## src/dum_pkg.sv

```systemverilog
// dum_pkg: constants shared by the serial port block and its channel module.
// assumes a 40 MHz system clock; no software registers exist.
package dum_pkg;

  // ****************************************
  // clock and baud timing
  // ****************************************
  localparam int unsigned CLK_HZ        = 40000000;
  localparam int unsigned MAX_BAUD_BPS  = 921000;   // fastest rate either port must carry
  // divider value for the fastest rate; software-free, so divider is a port
  localparam logic [15:0] MIN_DIV       = 16'(CLK_HZ / MAX_BAUD_BPS);
  localparam logic [15:0] RESET_DIV     = 16'h0015; // 21 clocks per bit, about 1.9 Mbit/s at reset
  localparam int unsigned DATA_W        = 8;
  localparam int unsigned BUF_DEPTH     = 2;

  // ****************************************
  // wire configurations of a port
  // ****************************************
  localparam logic [1:0] CFG_7WIRE = 2'h0;
  localparam logic [1:0] CFG_5WIRE = 2'h1;
  localparam logic [1:0] CFG_4WIRE = 2'h2;
  localparam logic [1:0] CFG_2WIRE = 2'h3;

  // ****************************************
  // frame format fields
  // ****************************************
  localparam logic [1:0] PAR_NONE = 2'h0;
  localparam logic [1:0] PAR_EVEN = 2'h1;
  localparam logic [1:0] PAR_ODD  = 2'h2;

  typedef enum logic [2:0] {
    DUM_IDLE,
    DUM_START,
    DUM_DATA,
    DUM_PARITY,
    DUM_STOP
  } dum_state_t;

endpackage : dum_pkg

```

## src/dum_channel.sv

```systemverilog
// dum_channel: one serial channel, transmit toward host and receive from host.
// assumes line inputs are already synchronised; baud divider is the clock count per bit.
`timescale 1ns/1ps
`default_nettype none
module dum_channel
  import dum_pkg::*;
(
  // clock and reset
  input  wire logic              clock,
  input  wire logic              rst,
  // configuration
  input  wire logic [15:0]       baud_div,
  input  wire logic [1:0]        parity_mode,
  input  wire logic              two_stop,
  input  wire logic              tx_allowed,
  // outgoing characters toward the host
  input  wire logic              out_valid,
  output logic                   out_ready,
  input  wire logic [DATA_W-1:0] out_data,
  // incoming characters from the host
  output logic                   in_valid,
  input  wire logic              in_ready,
  output logic [DATA_W-1:0]      in_data,
  output logic                   in_err_q,
  output logic                   in_space,
  // serial lines
  output logic                   line_out_q,
  input  wire logic              line_in_s
);

  // ****************************************
  // transmitter
  // ****************************************
  dum_state_t         tx_st_q;
  logic [15:0]        tx_cnt_q;
  logic [2:0]         tx_bit_q;
  logic [DATA_W-1:0]  tx_sh_q;
  logic               tx_par_q;
  logic               tx_stop2_q;

  // a new character only starts in idle with permission
  assign out_ready = (tx_st_q == DUM_IDLE) && tx_allowed;

  // one bit period per count run; lsb first, line idles high
  always_ff @(posedge clock or posedge rst) begin
    if (rst) begin
      tx_st_q    <= DUM_IDLE;
      tx_cnt_q   <= 16'h0000;
      tx_bit_q   <= 3'h0;
      tx_sh_q    <= '0;
      tx_par_q   <= 1'b0;
      tx_stop2_q <= 1'b0;
      line_out_q <= 1'b1;
    end else if (tx_st_q == DUM_IDLE) begin
      line_out_q <= 1'b1;
      if (out_valid && out_ready) begin
        tx_st_q    <= DUM_START;
        tx_sh_q    <= out_data;
        tx_par_q   <= (parity_mode == PAR_ODD) ^ (^out_data);
        tx_cnt_q   <= baud_div;
        tx_bit_q   <= 3'h0;
        tx_stop2_q <= two_stop;
        line_out_q <= 1'b0;            // start bit
      end
    end else if (tx_cnt_q > 16'h0001) begin
      tx_cnt_q <= tx_cnt_q - 16'h0001;
    end else begin
      tx_cnt_q <= baud_div;
      case (tx_st_q)
        DUM_START: begin
          tx_st_q    <= DUM_DATA;
          line_out_q <= tx_sh_q[0];
        end
        DUM_DATA: begin
          if (tx_bit_q == 3'h7) begin
            tx_st_q    <= (parity_mode == PAR_NONE) ? DUM_STOP : DUM_PARITY;
            line_out_q <= (parity_mode == PAR_NONE) ? 1'b1 : tx_par_q;
          end else begin
            tx_bit_q   <= tx_bit_q + 3'h1;
            line_out_q <= tx_sh_q[tx_bit_q + 3'h1];
          end
        end
        DUM_PARITY: begin
          tx_st_q    <= DUM_STOP;
          line_out_q <= 1'b1;
        end
        DUM_STOP: begin
          line_out_q <= 1'b1;
          if (tx_stop2_q) begin
            tx_stop2_q <= 1'b0;        // second stop bit
          end else begin
            tx_st_q <= DUM_IDLE;
          end
        end
        default: begin
          tx_st_q    <= DUM_IDLE;
          line_out_q <= 1'b1;
        end
      endcase
    end
  end

  // ****************************************
  // receiver
  // ****************************************
  dum_state_t         rx_st_q;
  logic [15:0]        rx_cnt_q;
  logic [2:0]         rx_bit_q;
  logic [DATA_W-1:0]  rx_sh_q;
  logic               rx_done_q;
  logic               rx_bad_q;
  logic               rx_ok;
  logic               buf_full;

  // samples land mid-bit: half period after the falling edge, then whole periods
  always_ff @(posedge clock or posedge rst) begin
    if (rst) begin
      rx_st_q   <= DUM_IDLE;
      rx_cnt_q  <= 16'h0000;
      rx_bit_q  <= 3'h0;
      rx_sh_q   <= '0;
      rx_done_q <= 1'b0;
      rx_bad_q  <= 1'b0;
    end else begin
      rx_done_q <= 1'b0;
      if (rx_st_q == DUM_IDLE) begin
        if (!line_in_s) begin
          rx_st_q  <= DUM_START;
          rx_cnt_q <= {1'b0, baud_div[15:1]};
          rx_bad_q <= 1'b0;
        end
      end else if (rx_cnt_q > 16'h0001) begin
        rx_cnt_q <= rx_cnt_q - 16'h0001;
      end else begin
        rx_cnt_q <= baud_div;
        case (rx_st_q)
          DUM_START: begin
            // a glitch shorter than half a bit is not a start bit
            rx_st_q  <= line_in_s ? DUM_IDLE : DUM_DATA;
            rx_bit_q <= 3'h0;
          end
          DUM_DATA: begin
            rx_sh_q <= {line_in_s, rx_sh_q[DATA_W-1:1]};
            if (rx_bit_q == 3'h7) begin
              rx_st_q <= (parity_mode == PAR_NONE) ? DUM_STOP : DUM_PARITY;
            end
            rx_bit_q <= rx_bit_q + 3'h1;
          end
          DUM_PARITY: begin
            rx_bad_q <= line_in_s ^ (parity_mode == PAR_ODD) ^ (^rx_sh_q);
            rx_st_q  <= DUM_STOP;
          end
          DUM_STOP: begin
            // framing error when the stop bit is low
            rx_bad_q  <= rx_bad_q | !line_in_s;
            rx_done_q <= 1'b1;
            rx_st_q   <= DUM_IDLE;
          end
          default: rx_st_q <= DUM_IDLE;
        endcase
      end
    end
  end

  // sticky error, set wins over clear when a bad char arrives as the next is taken
  always_ff @(posedge clock or posedge rst) begin
    if (rst) begin
      in_err_q <= 1'b0;
    end else if (rx_done_q && rx_bad_q) begin
      in_err_q <= 1'b1;
    end else if (in_valid && in_ready) begin
      in_err_q <= 1'b0;
    end
  end

  // ****************************************
  // two-entry receive buffer
  // ****************************************
  logic [DATA_W-1:0]  buf_mem_q [BUF_DEPTH];
  logic               buf_wp_q;
  logic               buf_rp_q;
  logic [1:0]         buf_cnt_q;

  assign buf_full = (buf_cnt_q == 2'h2);
  assign rx_ok    = rx_done_q && !buf_full;   // overrun drops the word
  assign in_valid = (buf_cnt_q != 2'h0);
  assign in_data  = buf_mem_q[buf_rp_q];
  // grant withdrawn while any character waits in the buffer
  assign in_space = (buf_cnt_q == 2'h0);

  always_ff @(posedge clock or posedge rst) begin
    if (rst) begin
      buf_wp_q  <= 1'b0;
      buf_rp_q  <= 1'b0;
      buf_cnt_q <= 2'h0;
      for (int i = 0; i < BUF_DEPTH; i++) begin
        buf_mem_q[i] <= '0;
      end
    end else begin
      if (rx_ok) begin
        buf_mem_q[buf_wp_q] <= rx_sh_q;
        buf_wp_q            <= !buf_wp_q;
      end
      if (in_valid && in_ready) begin
        buf_rp_q <= !buf_rp_q;
      end
      buf_cnt_q <= buf_cnt_q + {1'b0, rx_ok} - {1'b0, in_valid && in_ready};
    end
  end

endmodule : dum_channel
`default_nettype wire

```

## src/dum_serial_ports.sv

```systemverilog
// dum_serial_ports: main and auxiliary serial ports of the device, DCE side.
// assumes host-side pins arrive asynchronously; configuration inputs are static.
//
// Functional notes
// - main port acts as dce with two data lines and five handshake lines
// - main port runs at rates up to 921 kbit/s
// - data from host arrives on tx line, data to host leaves on rx line
// - device drives grant, carrier, ring; senses request and ready; all active low
// - both ports use request/grant flow control in normal operation
// - two-wire main port: flow control off, host holds ready and request low
// - unused handshake lines and shared pin functions unavailable in reduced configs
// - aux port up to 921 kbit/s with data, request and grant only
// - aux port only on variants without positioning; else two pins are gpio
// - aux two-wire: partner flows itself, flow control off, request low
`timescale 1ns/1ps
`default_nettype none
module dum_serial_ports
  import dum_pkg::*;
(
  // clock and reset
  input  wire logic              clock,
  input  wire logic              rst,
  // main port configuration
  input  wire logic [1:0]        main_wire_cfg,
  input  wire logic [15:0]       main_baud_div,
  input  wire logic [1:0]        main_parity,
  input  wire logic              main_two_stop,
  input  wire logic              main_flow_en,
  // main port status drive from firmware
  input  wire logic              main_carrier_on,
  input  wire logic              main_ring_on,
  // main port character streams
  input  wire logic              main_out_valid,
  output logic                   main_out_ready,
  input  wire logic [DATA_W-1:0] main_out_data,
  output logic                   main_in_valid,
  input  wire logic              main_in_ready,
  output logic [DATA_W-1:0]      main_in_data,
  output logic                   main_in_err,
  output logic                   main_terminal_active,
  // main port pins
  input  wire logic              main_host_tx_data,
  output logic                   main_host_rx_data,
  input  wire logic              main_host_send_request_n,
  output logic                   main_dev_send_grant_n,
  output logic                   main_dev_send_grant_oe,
  input  wire logic              main_terminal_ready_n,
  output logic                   main_carrier_detect_n,
  output logic                   main_carrier_detect_oe,
  output logic                   main_ring_indicate_n,
  output logic                   main_ring_indicate_oe,
  // aux port configuration
  input  wire logic              aux_present,
  input  wire logic              aux_two_wire,
  input  wire logic [15:0]       aux_baud_div,
  input  wire logic [1:0]        aux_parity,
  input  wire logic              aux_two_stop,
  input  wire logic              aux_flow_en,
  // aux port character streams
  input  wire logic              aux_out_valid,
  output logic                   aux_out_ready,
  input  wire logic [DATA_W-1:0] aux_out_data,
  output logic                   aux_in_valid,
  input  wire logic              aux_in_ready,
  output logic [DATA_W-1:0]      aux_in_data,
  output logic                   aux_in_err,
  // aux port pins
  input  wire logic              aux_host_tx_data,
  output logic                   aux_host_rx_data,
  output logic                   aux_host_rx_oe,
  input  wire logic              aux_host_send_request_n,
  output logic                   aux_dev_send_grant_n,
  output logic                   aux_dev_send_grant_oe
);

  // ****************************************
  // pin synchronisers
  // ****************************************
  localparam int unsigned NSYNC = 5;
  logic [NSYNC-1:0] pin_raw;
  logic [NSYNC-1:0] sync1_q;
  logic [NSYNC-1:0] sync2_q;

  // idle of each line is high, so both stages reset high
  assign pin_raw = {aux_host_send_request_n, aux_host_tx_data, main_terminal_ready_n,
                    main_host_send_request_n, main_host_tx_data};

  genvar g;
  generate
    for (g = 0; g < NSYNC; g++) begin : g_sync
      always_ff @(posedge clock or posedge rst) begin
        if (rst) begin
          sync1_q[g] <= 1'b1;
          sync2_q[g] <= 1'b1;
        end else begin
          sync1_q[g] <= pin_raw[g];
          sync2_q[g] <= sync1_q[g];
        end
      end
    end
  endgenerate

  // ****************************************
  // main port handshake policy
  // ****************************************
  logic main_fc;
  logic main_allow;
  logic main_space;
  logic main_rx_line;
  logic aux_fc;
  logic aux_allow;
  logic aux_space;
  logic aux_rx_line;
  logic aux_line_in;

  // two-wire forbids hardware flow control, partner paces itself
  assign main_fc    = main_flow_en && (main_wire_cfg != CFG_2WIRE);
  // request sensed active low, gates new characters only
  assign main_allow = !main_fc || !sync2_q[1];
  // terminal-ready sensed only where the config carries it
  assign main_terminal_active = (main_wire_cfg != CFG_4WIRE) && (main_wire_cfg != CFG_2WIRE)
                                && !sync2_q[2];

  // outputs of unused lines released so the shared pins can go elsewhere
  always_ff @(posedge clock or posedge rst) begin
    if (rst) begin
      main_dev_send_grant_n  <= 1'b1;
      main_dev_send_grant_oe <= 1'b0;
      main_carrier_detect_n  <= 1'b1;
      main_carrier_detect_oe <= 1'b0;
      main_ring_indicate_n   <= 1'b1;
      main_ring_indicate_oe  <= 1'b0;
    end else begin
      main_dev_send_grant_n  <= !(main_space || !main_fc);
      main_dev_send_grant_oe <= (main_wire_cfg != CFG_2WIRE);
      main_carrier_detect_n  <= !main_carrier_on;
      main_carrier_detect_oe <= (main_wire_cfg == CFG_7WIRE);
      main_ring_indicate_n   <= !main_ring_on;
      main_ring_indicate_oe  <= (main_wire_cfg == CFG_7WIRE);
    end
  end

  // ****************************************
  // main channel
  // ****************************************
  // divider is floored at the fastest supported rate
  dum_channel u_main (
    .clock       (clock),
    .rst         (rst),
    .baud_div    ((main_baud_div < MIN_DIV) ? MIN_DIV : main_baud_div),
    .parity_mode (main_parity),
    .two_stop    (main_two_stop),
    .tx_allowed  (main_allow),
    .out_valid   (main_out_valid),
    .out_ready   (main_out_ready),
    .out_data    (main_out_data),
    .in_valid    (main_in_valid),
    .in_ready    (main_in_ready),
    .in_data     (main_in_data),
    .in_err_q    (main_in_err),
    .in_space    (main_space),
    .line_out_q  (main_rx_line),
    .line_in_s   (sync2_q[0])
  );
  assign main_host_rx_data = main_rx_line;

  // ****************************************
  // aux port
  // ****************************************
  // without the aux function its pins belong to gpio: all drives off
  assign aux_fc      = aux_present && aux_flow_en && !aux_two_wire;
  assign aux_allow   = aux_present && (!aux_fc || !sync2_q[4]);
  assign aux_line_in = aux_present ? sync2_q[3] : 1'b1;

  always_ff @(posedge clock or posedge rst) begin
    if (rst) begin
      aux_dev_send_grant_n  <= 1'b1;
      aux_dev_send_grant_oe <= 1'b0;
      aux_host_rx_oe        <= 1'b0;
    end else begin
      aux_dev_send_grant_n  <= !(aux_space || !aux_fc);
      aux_dev_send_grant_oe <= aux_present && !aux_two_wire;
      aux_host_rx_oe        <= aux_present;
    end
  end

  dum_channel u_aux (
    .clock       (clock),
    .rst         (rst),
    .baud_div    ((aux_baud_div < MIN_DIV) ? MIN_DIV : aux_baud_div),
    .parity_mode (aux_parity),
    .two_stop    (aux_two_stop),
    .tx_allowed  (aux_allow),
    .out_valid   (aux_out_valid),
    .out_ready   (aux_out_ready),
    .out_data    (aux_out_data),
    .in_valid    (aux_in_valid),
    .in_ready    (aux_in_ready),
    .in_data     (aux_in_data),
    .in_err_q    (aux_in_err),
    .in_space    (aux_space),
    .line_out_q  (aux_rx_line),
    .line_in_s   (aux_line_in)
  );
  assign aux_host_rx_data = aux_rx_line;

endmodule : dum_serial_ports
`default_nettype wire

```

## config.mk

```make
export PLATFORM = sky130hd
export DESIGN_NAME = dum_serial_ports
export DESIGN_NICKNAME = d
export VERILOG_FILES = /design/src/dum_pkg.sv /design/src/dum_channel.sv /design/src/dum_serial_ports.sv
export SDC_FILE = /design/constraint.sdc
export NUM_CORES = 1
export LEC_CHECK = 0
export BUFFER_PORTS_ARGS = -buffer_cell sky130_fd_sc_hd__buf_2
export CAP_MARGIN = 0
export CORE_UTILIZATION = 35
export DETAILED_ROUTE_END_ITERATION = 12
export MAX_ROUTING_LAYER = met4
export PLACE_DENSITY_LB_ADDON = 0.3
export SLEW_MARGIN = 20
export SYNTH_ARGS = -nofsm -noshare
export SYNTH_HDL_FRONTEND = slang
export SYNTH_HIERARCHICAL = 1
export SYNTH_SLANG_ARGS = --single-unit
```

## constraint.sdc

```tcl
create_clock -name clock -period 2.9 [get_ports clock]
set_clock_uncertainty 0.2 [all_clocks]
set_input_delay 0.29 -clock clock [delete_from_list [all_inputs] [get_ports clock]]
set_output_delay 0.29 -clock clock [all_outputs]
set_load 0.03 [all_outputs]
```

==> impl_summary.md, run 1 <==
Run status
The run finished with clean final reports.

Die
The starting density of the core is 0.3588. The die is 177.2 um tall. The die outline width is 177.2 um. The number of cell rows is 63. The placeable core region is 29950 um^2. The boundary pin count is 107. The die covers 31410 um^2.

Cells and area
The multi-input logic area is 5504 um^2. In the final layout, the share of cells above drive strength 1 is 0.2506. Fill cells in the final layout number slightly below 3000. In the final design database the tool counted 1325 nets.

The area growth from synthesis to layout is 20.31%. The footprint of the flip-flops and latches is 4775 um^2.

GRT
The initial antenna violation count is 1. The number of global-route vias before repair is 8847. The global-route wire length before repair is 45.67 mm. For this run, the total global-route usage over all layers was measured as 0.1888. For this run the aggregate overflow at the end of global routing stands at 0. The largest net degree at the start of global routing is 66.

STA
The post-layout minimum cycle time is roughly 2.7 ns. The final total negative setup slack is 0 ns. The relative slew slack is 0.3976. The worst hold slack is 0.03965 ns. Dividing the final minimum period by the clock period gives 0.9177. The number of failing hold endpoints at the final stage is 0. The number of max-slew violations in the final report came to 0. The setup slack of the critical path after layout is 0.2385 ns. The transition time of the tightest slew-check pin is 0.9026 ns. Setup repair after global routing left no endpoint under its margin. Derived from the worst setup path, the maximum achievable clock frequency is 0.3757 GHz. Setup violations remaining at the end of the flow were counted as 0.

Clock tree
The number of sinks handled by clock tree synthesis is 190. The clock root buffer is clkbuf_16. TritonCTS built the clock tree. The CTS clock-pin slew for the worst setup and hold paths is 0.08 ns. TritonCTS created 17 clock buffers. The deepest level of the CTS H-tree is 4. The number of resized instances in the post-cts repair step is 0. The worst-case clock buffer depth is 2. The clock network latency to the later pin of the worst-skew pair is between 0.4 and 0.5 ns.

Critical path
The timing startpoint of the critical path is u_aux/tx_cnt_q[0]. The worst stage delay on the critical path is 0.66 ns. The largest fanout of any net on the critical path is 9.

The dominant delay contributor by cell family on the critical path is compound AO/OA/AOI/OAI gates. The number of buffers and inverters on the critical path is 1. The data arrival time of the critical path is 2.78 ns.

The startpoint of the worst register-to-register path is u_aux/tx_cnt_q[0]. The critical path goes through inv_1 -> ha_1 -> o211a_1 -> a21oi_1 -> nor2_2 -> a221o_1. The cell with the largest stage delay on the worst path is a21oi_1.

The kind of critical path is flop to flop. The worst setup path is captured at a flop. The required time of the critical path is 3.01 ns.

The register-to-register setup slack is approximately 0.24 ns. The startpoint type of the worst setup path is a flop.

Synth
Of the post-synthesis cell area, the dominant cell type holds 0.4051. In the synthesized netlist, the number of instances is 1085. The number of nets produced by synthesis is between 1000 and 1500. The mapped cell area is between 10000 and 15000 um^2. By area the synthesized netlist is led by dfrtp_1 41%, mux2_2 8.2%, dfstp_2 3.9%. The predominant post-synthesis flop cell is dfrtp_1. The number of warnings reported in the yosys synthesis log is 6. Yosys mapped a number of flops with a built-in enable equal to 0. The share of the Yosys chip area taken by registers is 0.4442. The post-synthesis cell type count is 75. The average size of a mapped cell is 9.906 um^2. The share of flip-flops with an asynchronous set or reset after synthesis is 1.000. The post-synthesis cell type with the largest combined area is dfrtp_1.

The count of state elements after synthesis is 190.

Placement
During placement, the flow inserted port buffers numbering 106. After legalization and detailed placement, the total HPWL measured a little over 20 mm. The global placement routability congestion is around 0.91. The setup slack at placement is about 0.26 ns.

Hold path
The startpoint of the most critical hold path is main_baud_div[13]. The worst hold path belongs to the class input pin to flop.

Power and ir drop
The analysis attributes to net switching a power of between 2 and 3 mW. The sequential cell fraction of total power is 0.451. The leakage power of the design is just under 6 nW.

The clock group share of total power is 0.304. The total power divided by cell area is roughly 600 nW/um^2. The worst-case IR drop observed on VDD is 0.4005 mV. The share of total power dissipated in combinational logic is 0.245. The cell-internal power is about 5.2 mW. The switching part of the total is 0.3445.

Route
Dividing the detail-routed wire length by the instance count gives 16.97 um. The remaining antenna violation count after routing is 0. The number of vias in the routed layout is 8865. For this run, design rule violations remaining after detail routing come to 0. After detailed routing, the total wire length is 27.76 mm.

The detailed-router iteration count before antenna repair is 5. The via density per instance is 5.419. The detailed router's first-iteration violation count is 589.

Job
Across the run, the number of max-cap violations was 0.
==> power by group through the flow <==
| stage | registers (mW) | logic (mW) | clock network (mW) |
|---|---|---|---|
| floorplan | 3.49 | 1.49 | 0 |
| global placement | 3.64 | 1.87 | 0 |
| detailed placement | 3.64 | 1.91 | 0 |
| CTS | 3.60 | 1.97 | 2.51 |
| global route | 3.68 | 2.20 | 2.62 |
| finish | 3.61 | 1.96 | 2.43 |
==> metrics by stage <==
stage	area (um^2)	cells	util	power, mW
4_1_cts	12930	1635	0.4316	8.075
3_3_place_gp	11810	1553	0.3942	5.506
3_5_place_dp	11810	1553	0.3942	5.553
5_1_grt	12930	1636	0.4317	8.498
6_report	12930	1636	0.4317	7.998
2_1_floorplan	10750	1085	-	4.971
==> worst reg2reg max path: stages, from the launching register on <==
cell,delay [ns]
dfrtp_1,0.40
inv_1,0.09
ha_1,0.27
o211a_1,0.28
a21oi_1,0.66
nor2_2,0.23
a221o_1,0.41
==> placed cells by master (no fill, tap or decap), drive strengths merged, types with 18 or more instances in the layout <==
| master | n |
|---|---|
| inv | 53 |
| nand2 | 85 |
| a21oi | 38 |
| nand3 | 28 |
| ha | 20 |
| xnor2 | 47 |
| nor4 | 27 |
| nor2 | 64 |
| nor3 | 40 |
| dfrtp | 174 |
| o21ai | 83 |
| dlygate4sd3 | 50 |
| buf | 146 |
| mux2 | 78 |
| or3 | 18 |
==> registers in the layout, indices dropped and copies added (netlist names), 5 cells and up <==
name / flops
u_aux/buf_mem_q: 16
u_aux/rx_cnt_q: 16
u_aux/tx_cnt_q: 16
u_main/buf_mem_q: 16
u_main/rx_cnt_q: 16
u_main/tx_cnt_q: 16
u_aux/rx_sh_q: 8
u_aux/tx_sh_q: 8
u_main/rx_sh_q: 8
u_main/tx_sh_q: 8
sync1_q: 5
sync2_q: 5
==> layout make-up <==
type                       instances  share of cell area
multi-input combinational        778              0.4256
antenna                            1           0.0001935
clock buffer                      17             0.03290
sequential                       190              0.3692
inverter                          49             0.01442
timing repair buffer             196              0.1049
clock inverter                    15             0.01500
tap                              390             0.03774
==> synth_stat cells, types with 5 or more instances <==
master / count
nor4_2: 5
and2_1: 6
mux2i_1: 16
nor3_1: 39
inv_1: 49
nor4_1: 19
nand2_1: 85
nand3_1: 25
a31oi_1: 17
o41ai_1: 8
o2bb2ai_1: 10
o21bai_1: 6
nor2b_1: 15
ha_1: 20
xnor2_1: 47
mux2_2: 78
o31ai_1: 8
a221o_1: 16
nor2_1: 61
or4_1: 7
dfstp_2: 16
dfrtp_1: 174
and3_1: 11
a22oi_1: 8
a211oi_1: 10
clkbuf_1: 58
or2_2: 5
o21a_1: 7
a21oi_1: 38
xor2_1: 9
a21o_1: 9
o21ai_0: 80
a22o_1: 7
nand2b_1: 9
o211ai_1: 8
or3_1: 17
==> kinds of logic after synthesis <==
family / share of synthesized area
compound gates: 0.1685
xor+xnor: 0.04563
fa+ha+maj: 0.02328
buf+inv: 0.04424
flops: 0.4442
mux: 0.1050
simple gates: 0.1692
==> metal layers <==
layer  GRT usage  vias up  wire length (um)
li1            -     4239                 -
met1      0.2416     4359             12510
met2      0.3039      234             13390
met4     0.05819        0               531
met5           -        -                 0
met3     0.03222       33              1329
==> what timing repair did <==
item,CTS,global route
hold buffers,50,0
hold endpoints to repair,109,0
buffers inserted,0,0
==> path summary, 6_finish.rpt <==
path,end,cells after the start
worst min-delay path,u_main/tx_cnt_q[13],3
min in group asynchronous,u_main/tx_sh_q[7],3
max in group asynchronous,u_aux/buf_mem_q[13],5
worst max-delay path,u_aux/tx_cnt_q[5],6
worst max register to register,u_aux/tx_cnt_q[5],6
worst min register to register,sync2_q[2],0
No activity file was read; power rests on OpenSTA's default activity.
==> inputs of run 2 (changes only) <==
CELL_PAD_IN_SITES_DETAIL_PLACEMENT = 1   (was unset)
CELL_PAD_IN_SITES_GLOBAL_PLACEMENT = 1   (was unset)
CORE_ASPECT_RATIO = 0.75   (was unset)
SYNTH_HIERARCHICAL = unset   (was 1)
==> impl_summary.md, run 2 <==
Hold path
The class of the most critical hold timing path is input pin to flop. The path with the worst hold slack has its endpoint at u_aux.rx_cnt_q[0]. The number of cells traversed by the worst hold path is 3.

The startpoint of the most critical hold path is aux_baud_div[0].

Clock tree
The CTS clock-pin slew for the worst setup and hold paths is approximately 0.07 ns. For this design, the sink count on the clock tree is 190. Once the clock tree was built, the setup fixing pass inserted 0 buffers.

TritonCTS created 17 clock buffers. The deepest level of the CTS H-tree is 4. No sink is reached through more buffers than the 2 on the longest clock path.

At the later pin of the worst-skew pair, clock insertion delay measures 0.45 ns. CTS placed an instance of clkbuf_16 at the clock tree root. The CTS tree is built.

STA
The number of max-slew violations in the final report is 0. Dividing the final minimum period by the clock period gives 0.9384. Setup repair after global routing left no endpoint under its margin. The smallest clock period supported by the final layout is computed as 2.721 ns. The number of failing hold endpoints at the final stage is 0. In this run the tightest slew margin relative to its limit is 0.4118. The setup slack of the critical path after layout is 0.1786 ns. The upper clock frequency limit is 0.3675 GHz. The transition time of the tightest slew-check pin is a little under 0.9 ns. The number of endpoints failing setup at the final stage is 0.

Cells and area
The layout net count is about 1400. The commonest non-fill, non-tap cell in the layout is dfrtp_1. The top cell types in the final layout, fill and taps aside, are 174 x dfrtp_1, 106 x buf_2, 81 x nor2_1.

From synthesis to final layout, the design area changed by 20.79%. Summing all non-filler instances in the final layout gives an area of 13080 um^2. In the final layout, the share of cells above drive strength 1 is 0.2439.

Critical path
The worst stage delay on the critical path is 0.59 ns. The cell with the largest stage delay on the worst path is or4_4. The startpoint of the worst register-to-register path is u_main.rx_cnt_q[9]. The kind of critical path is flop to flop. STA classifies the critical path startpoint as a flop. The end of the worst register-to-register path is u_main.rx_sh_q[6]. For the worst setup path, the data required time is 3.03 ns.

The data arrival time of the critical path is 2.85 ns. Grouping stages by cell kind, the critical path spends the most delay in simple AND/OR/NAND/NOR gates. Walking the worst path, the cells encountered are or4_4 -> or3_1 -> nor3_4 -> and3_1 -> mux2_1. The register-to-register setup slack is 0.18 ns. STA classifies the critical path endpoint as a flop.

Counting both buffers and inverters, the worst setup path holds a total of 0. The largest fanout of any net on the critical path is 8. The number of cells on the worst reg-to-reg path is 5.

Placement
The congestion estimate from routability-driven global placement came to 0.8516. Buffers placed on the I/O ports in this run total 106. The setup slack at placement is between 0.15 and 0.2 ns. The post-detailed-placement cell area is about 12000 um^2. Summed over all nets, the half-perimeter wirelength after detailed placement is 23.62 mm.

Power and ir drop
The clock group share of total power is 0.320. The maximum VDD drop is 0.4212 mV. Summed over all nets, the switching power comes to 2.433 mW.

The leakage power of the design is 5.879 nW. The internal portion of the total power is 5.061 mW. The sequential cell fraction of total power is 0.463.

The combinational share of power is 0.217. The switching part of the total is 0.3247. The total power divided by cell area is 573.1 nW/um^2.

Synth
By count the netlist is led by 174 x dfrtp_1, 81 x nor2_1, 75 x mux2_2. The post-synthesis cell type with the largest combined area is dfrtp_1. The mapped cell area is about 11000 um^2.

The predominant post-synthesis flop cell is dfrtp_1. The proportion of netlist area held by the largest area contributor is 0.4022. The Yosys step of the flow raised 0 warnings. The sequential cell area fraction in the yosys report is 0.4411. The number of synthesized flops with an enable pin is 0. In the synthesized netlist the async set-or-reset flop fraction comes to 1.000. The post-synthesis cell type count is 80. The most used standard cell by instance count after synthesis is dfrtp_1. The synthesized design contains 190 register bits. The synthesized instance count is 1098. Sorting the synthesized cells by area gives the leading types as dfrtp_1 40%, mux2_2 7.8%, dfstp_2 3.9%. Each instance of the synthesized netlist takes up on average 9.859 um^2. The number of nets produced by synthesis is 1191.

Die
From bottom edge to top edge, the die measures 154.3 um. After floorplanning, the core was divided into 55 placement rows. The die covers between 30000 and 40000 um^2.

For this configuration, the core starts out at a cell density of 0.3575. For this design the top-level I/O count stands at approximately 110. The die outline width is 205.1 um. The placeable core region is 30280 um^2.

GRT
In the global route stage, overall resource usage came out at 0.2240. Entering global routing, the biggest net connects 73 pins. The global-route wire length before repair is 53.94 mm. The initial antenna violation count is 0. The number of global-route vias before repair came to 9516. The remaining global-route overflow is 0.

Route
The final routed wirelength across all metal layers is roughly 33 mm. The via density per instance is between 5 and 6. The number of vias in the routed layout is 9305.

The detailed router's first-iteration violation count is 575. The pre-antenna-repair detailed-routing pass consisted of 4 iterations. For this run, design rule violations remaining after detail routing come to 0. The count of nets left with antenna violations once routing finished came out at 0. The mean routed wirelength per cell is around 20 um.

Job
The max capacitance violation total is 0.

Run status
The flow ran to the end, and the final reports show no timing, DRC or antenna violations.
## run 2: cell count changes after synthesis, sizes merged, moves of 7 or more
cell / change
nor2: +17
o22ai: +7
o21ai: -11
o2bb2ai: +7
clkbuf: -14
a31oi: +7
a221o: -14
nand2: -18
nand4: +7
## run 2: worst max path at each step
stage / cells past startpoint / endpoint / startpoint / slack (ns)
floorplan: 1 / aux_dev_send_grant_oe / rst / -0.03
global placement: 5 / u_main.rx_sh_q[7] / u_main.rx_cnt_q[9] / 0.23
detailed placement: 5 / u_main.rx_sh_q[6] / u_main.rx_cnt_q[9] / 0.18
CTS: 5 / u_main.rx_sh_q[6] / u_main.rx_cnt_q[9] / 0.17
global route: 7 / u_main.rx_cnt_q[5] / u_main.rx_cnt_q[9] / 0.04
finish: 5 / u_main.rx_sh_q[6] / u_main.rx_cnt_q[9] / 0.18
## run 2: what timing repair did
| item | CTS | global route |
|---|---|---|
| hold buffers | 44 | 0 |
| endpoints found under the setup margin | 0 | 1 |
| endpoints found under the hold margin | 69 | 0 |
| resized for setup | 0 | 2 |
## run 2: power groups by stage
stage	registers [mW]	clock network [mW]	logic, mW
finish	3.47	2.40	1.63
CTS	3.46	2.47	1.63
detailed placement	3.51	0	1.57
global route	3.54	2.58	1.83
floorplan	3.35	0	1.18
global placement	3.50	0	1.53
## run 2: layout make-up
cell class                 count  area (um^2)
antenna                        1        2.502
clock buffer                  19        442.9
clock inverter                13        141.4
fill                        3449        17200
inverter                      53        202.7
multi-input combinational    799         5634
sequential                   190         4775
tap                          399        499.2
timing repair buffer         201         1379
## run 2: layer usage
layer,vias to the layer above,GRT usage,wire (um)
li1,4414,-,-
met1,4693,0.3305,17070
met2,172,0.3140,14090
met3,26,0.03961,1122
met4,0,0.05432,444
met5,-,-,0
## run 2: logic make-up after synthesis
group           Yosys count  synth area share
flops                   190            0.4411
fa+ha+maj                20           0.02312
xor+xnor                 53           0.04415
buf+inv                 109           0.03976
simple gates            334            0.1585
compound gates          283            0.1780
mux                     109            0.1155
## run 2: worst reg2reg max path, cell delays in order, from the launching register on
cell and delay, ns:
dfrtp_1 0.44, or4_4 0.59, or3_1 0.39, nor3_4 0.20, and3_1 0.41, mux2_1 0.36
## run 2: stage by stage
| stage | std cells | util | TNS, ns | hold WS (ns) | power (mW) |
|---|---|---|---|---|---|
| CTS | 1674 | 0.4315 | 0 | 0.00008749 | 7.562 |
| global placement | 1598 | 0.3977 | 0 | 0.09673 | 5.029 |
| floorplan | 1098 | - | -4.419 | 0.09448 | 4.526 |
| detailed placement | 1598 | 0.3977 | 0 | 0.09222 | 5.083 |
| finish | 1675 | 0.4319 | 0 | 0.02833 | 7.494 |
| global route | 1674 | 0.4318 | 0 | 0.01034 | 7.946 |
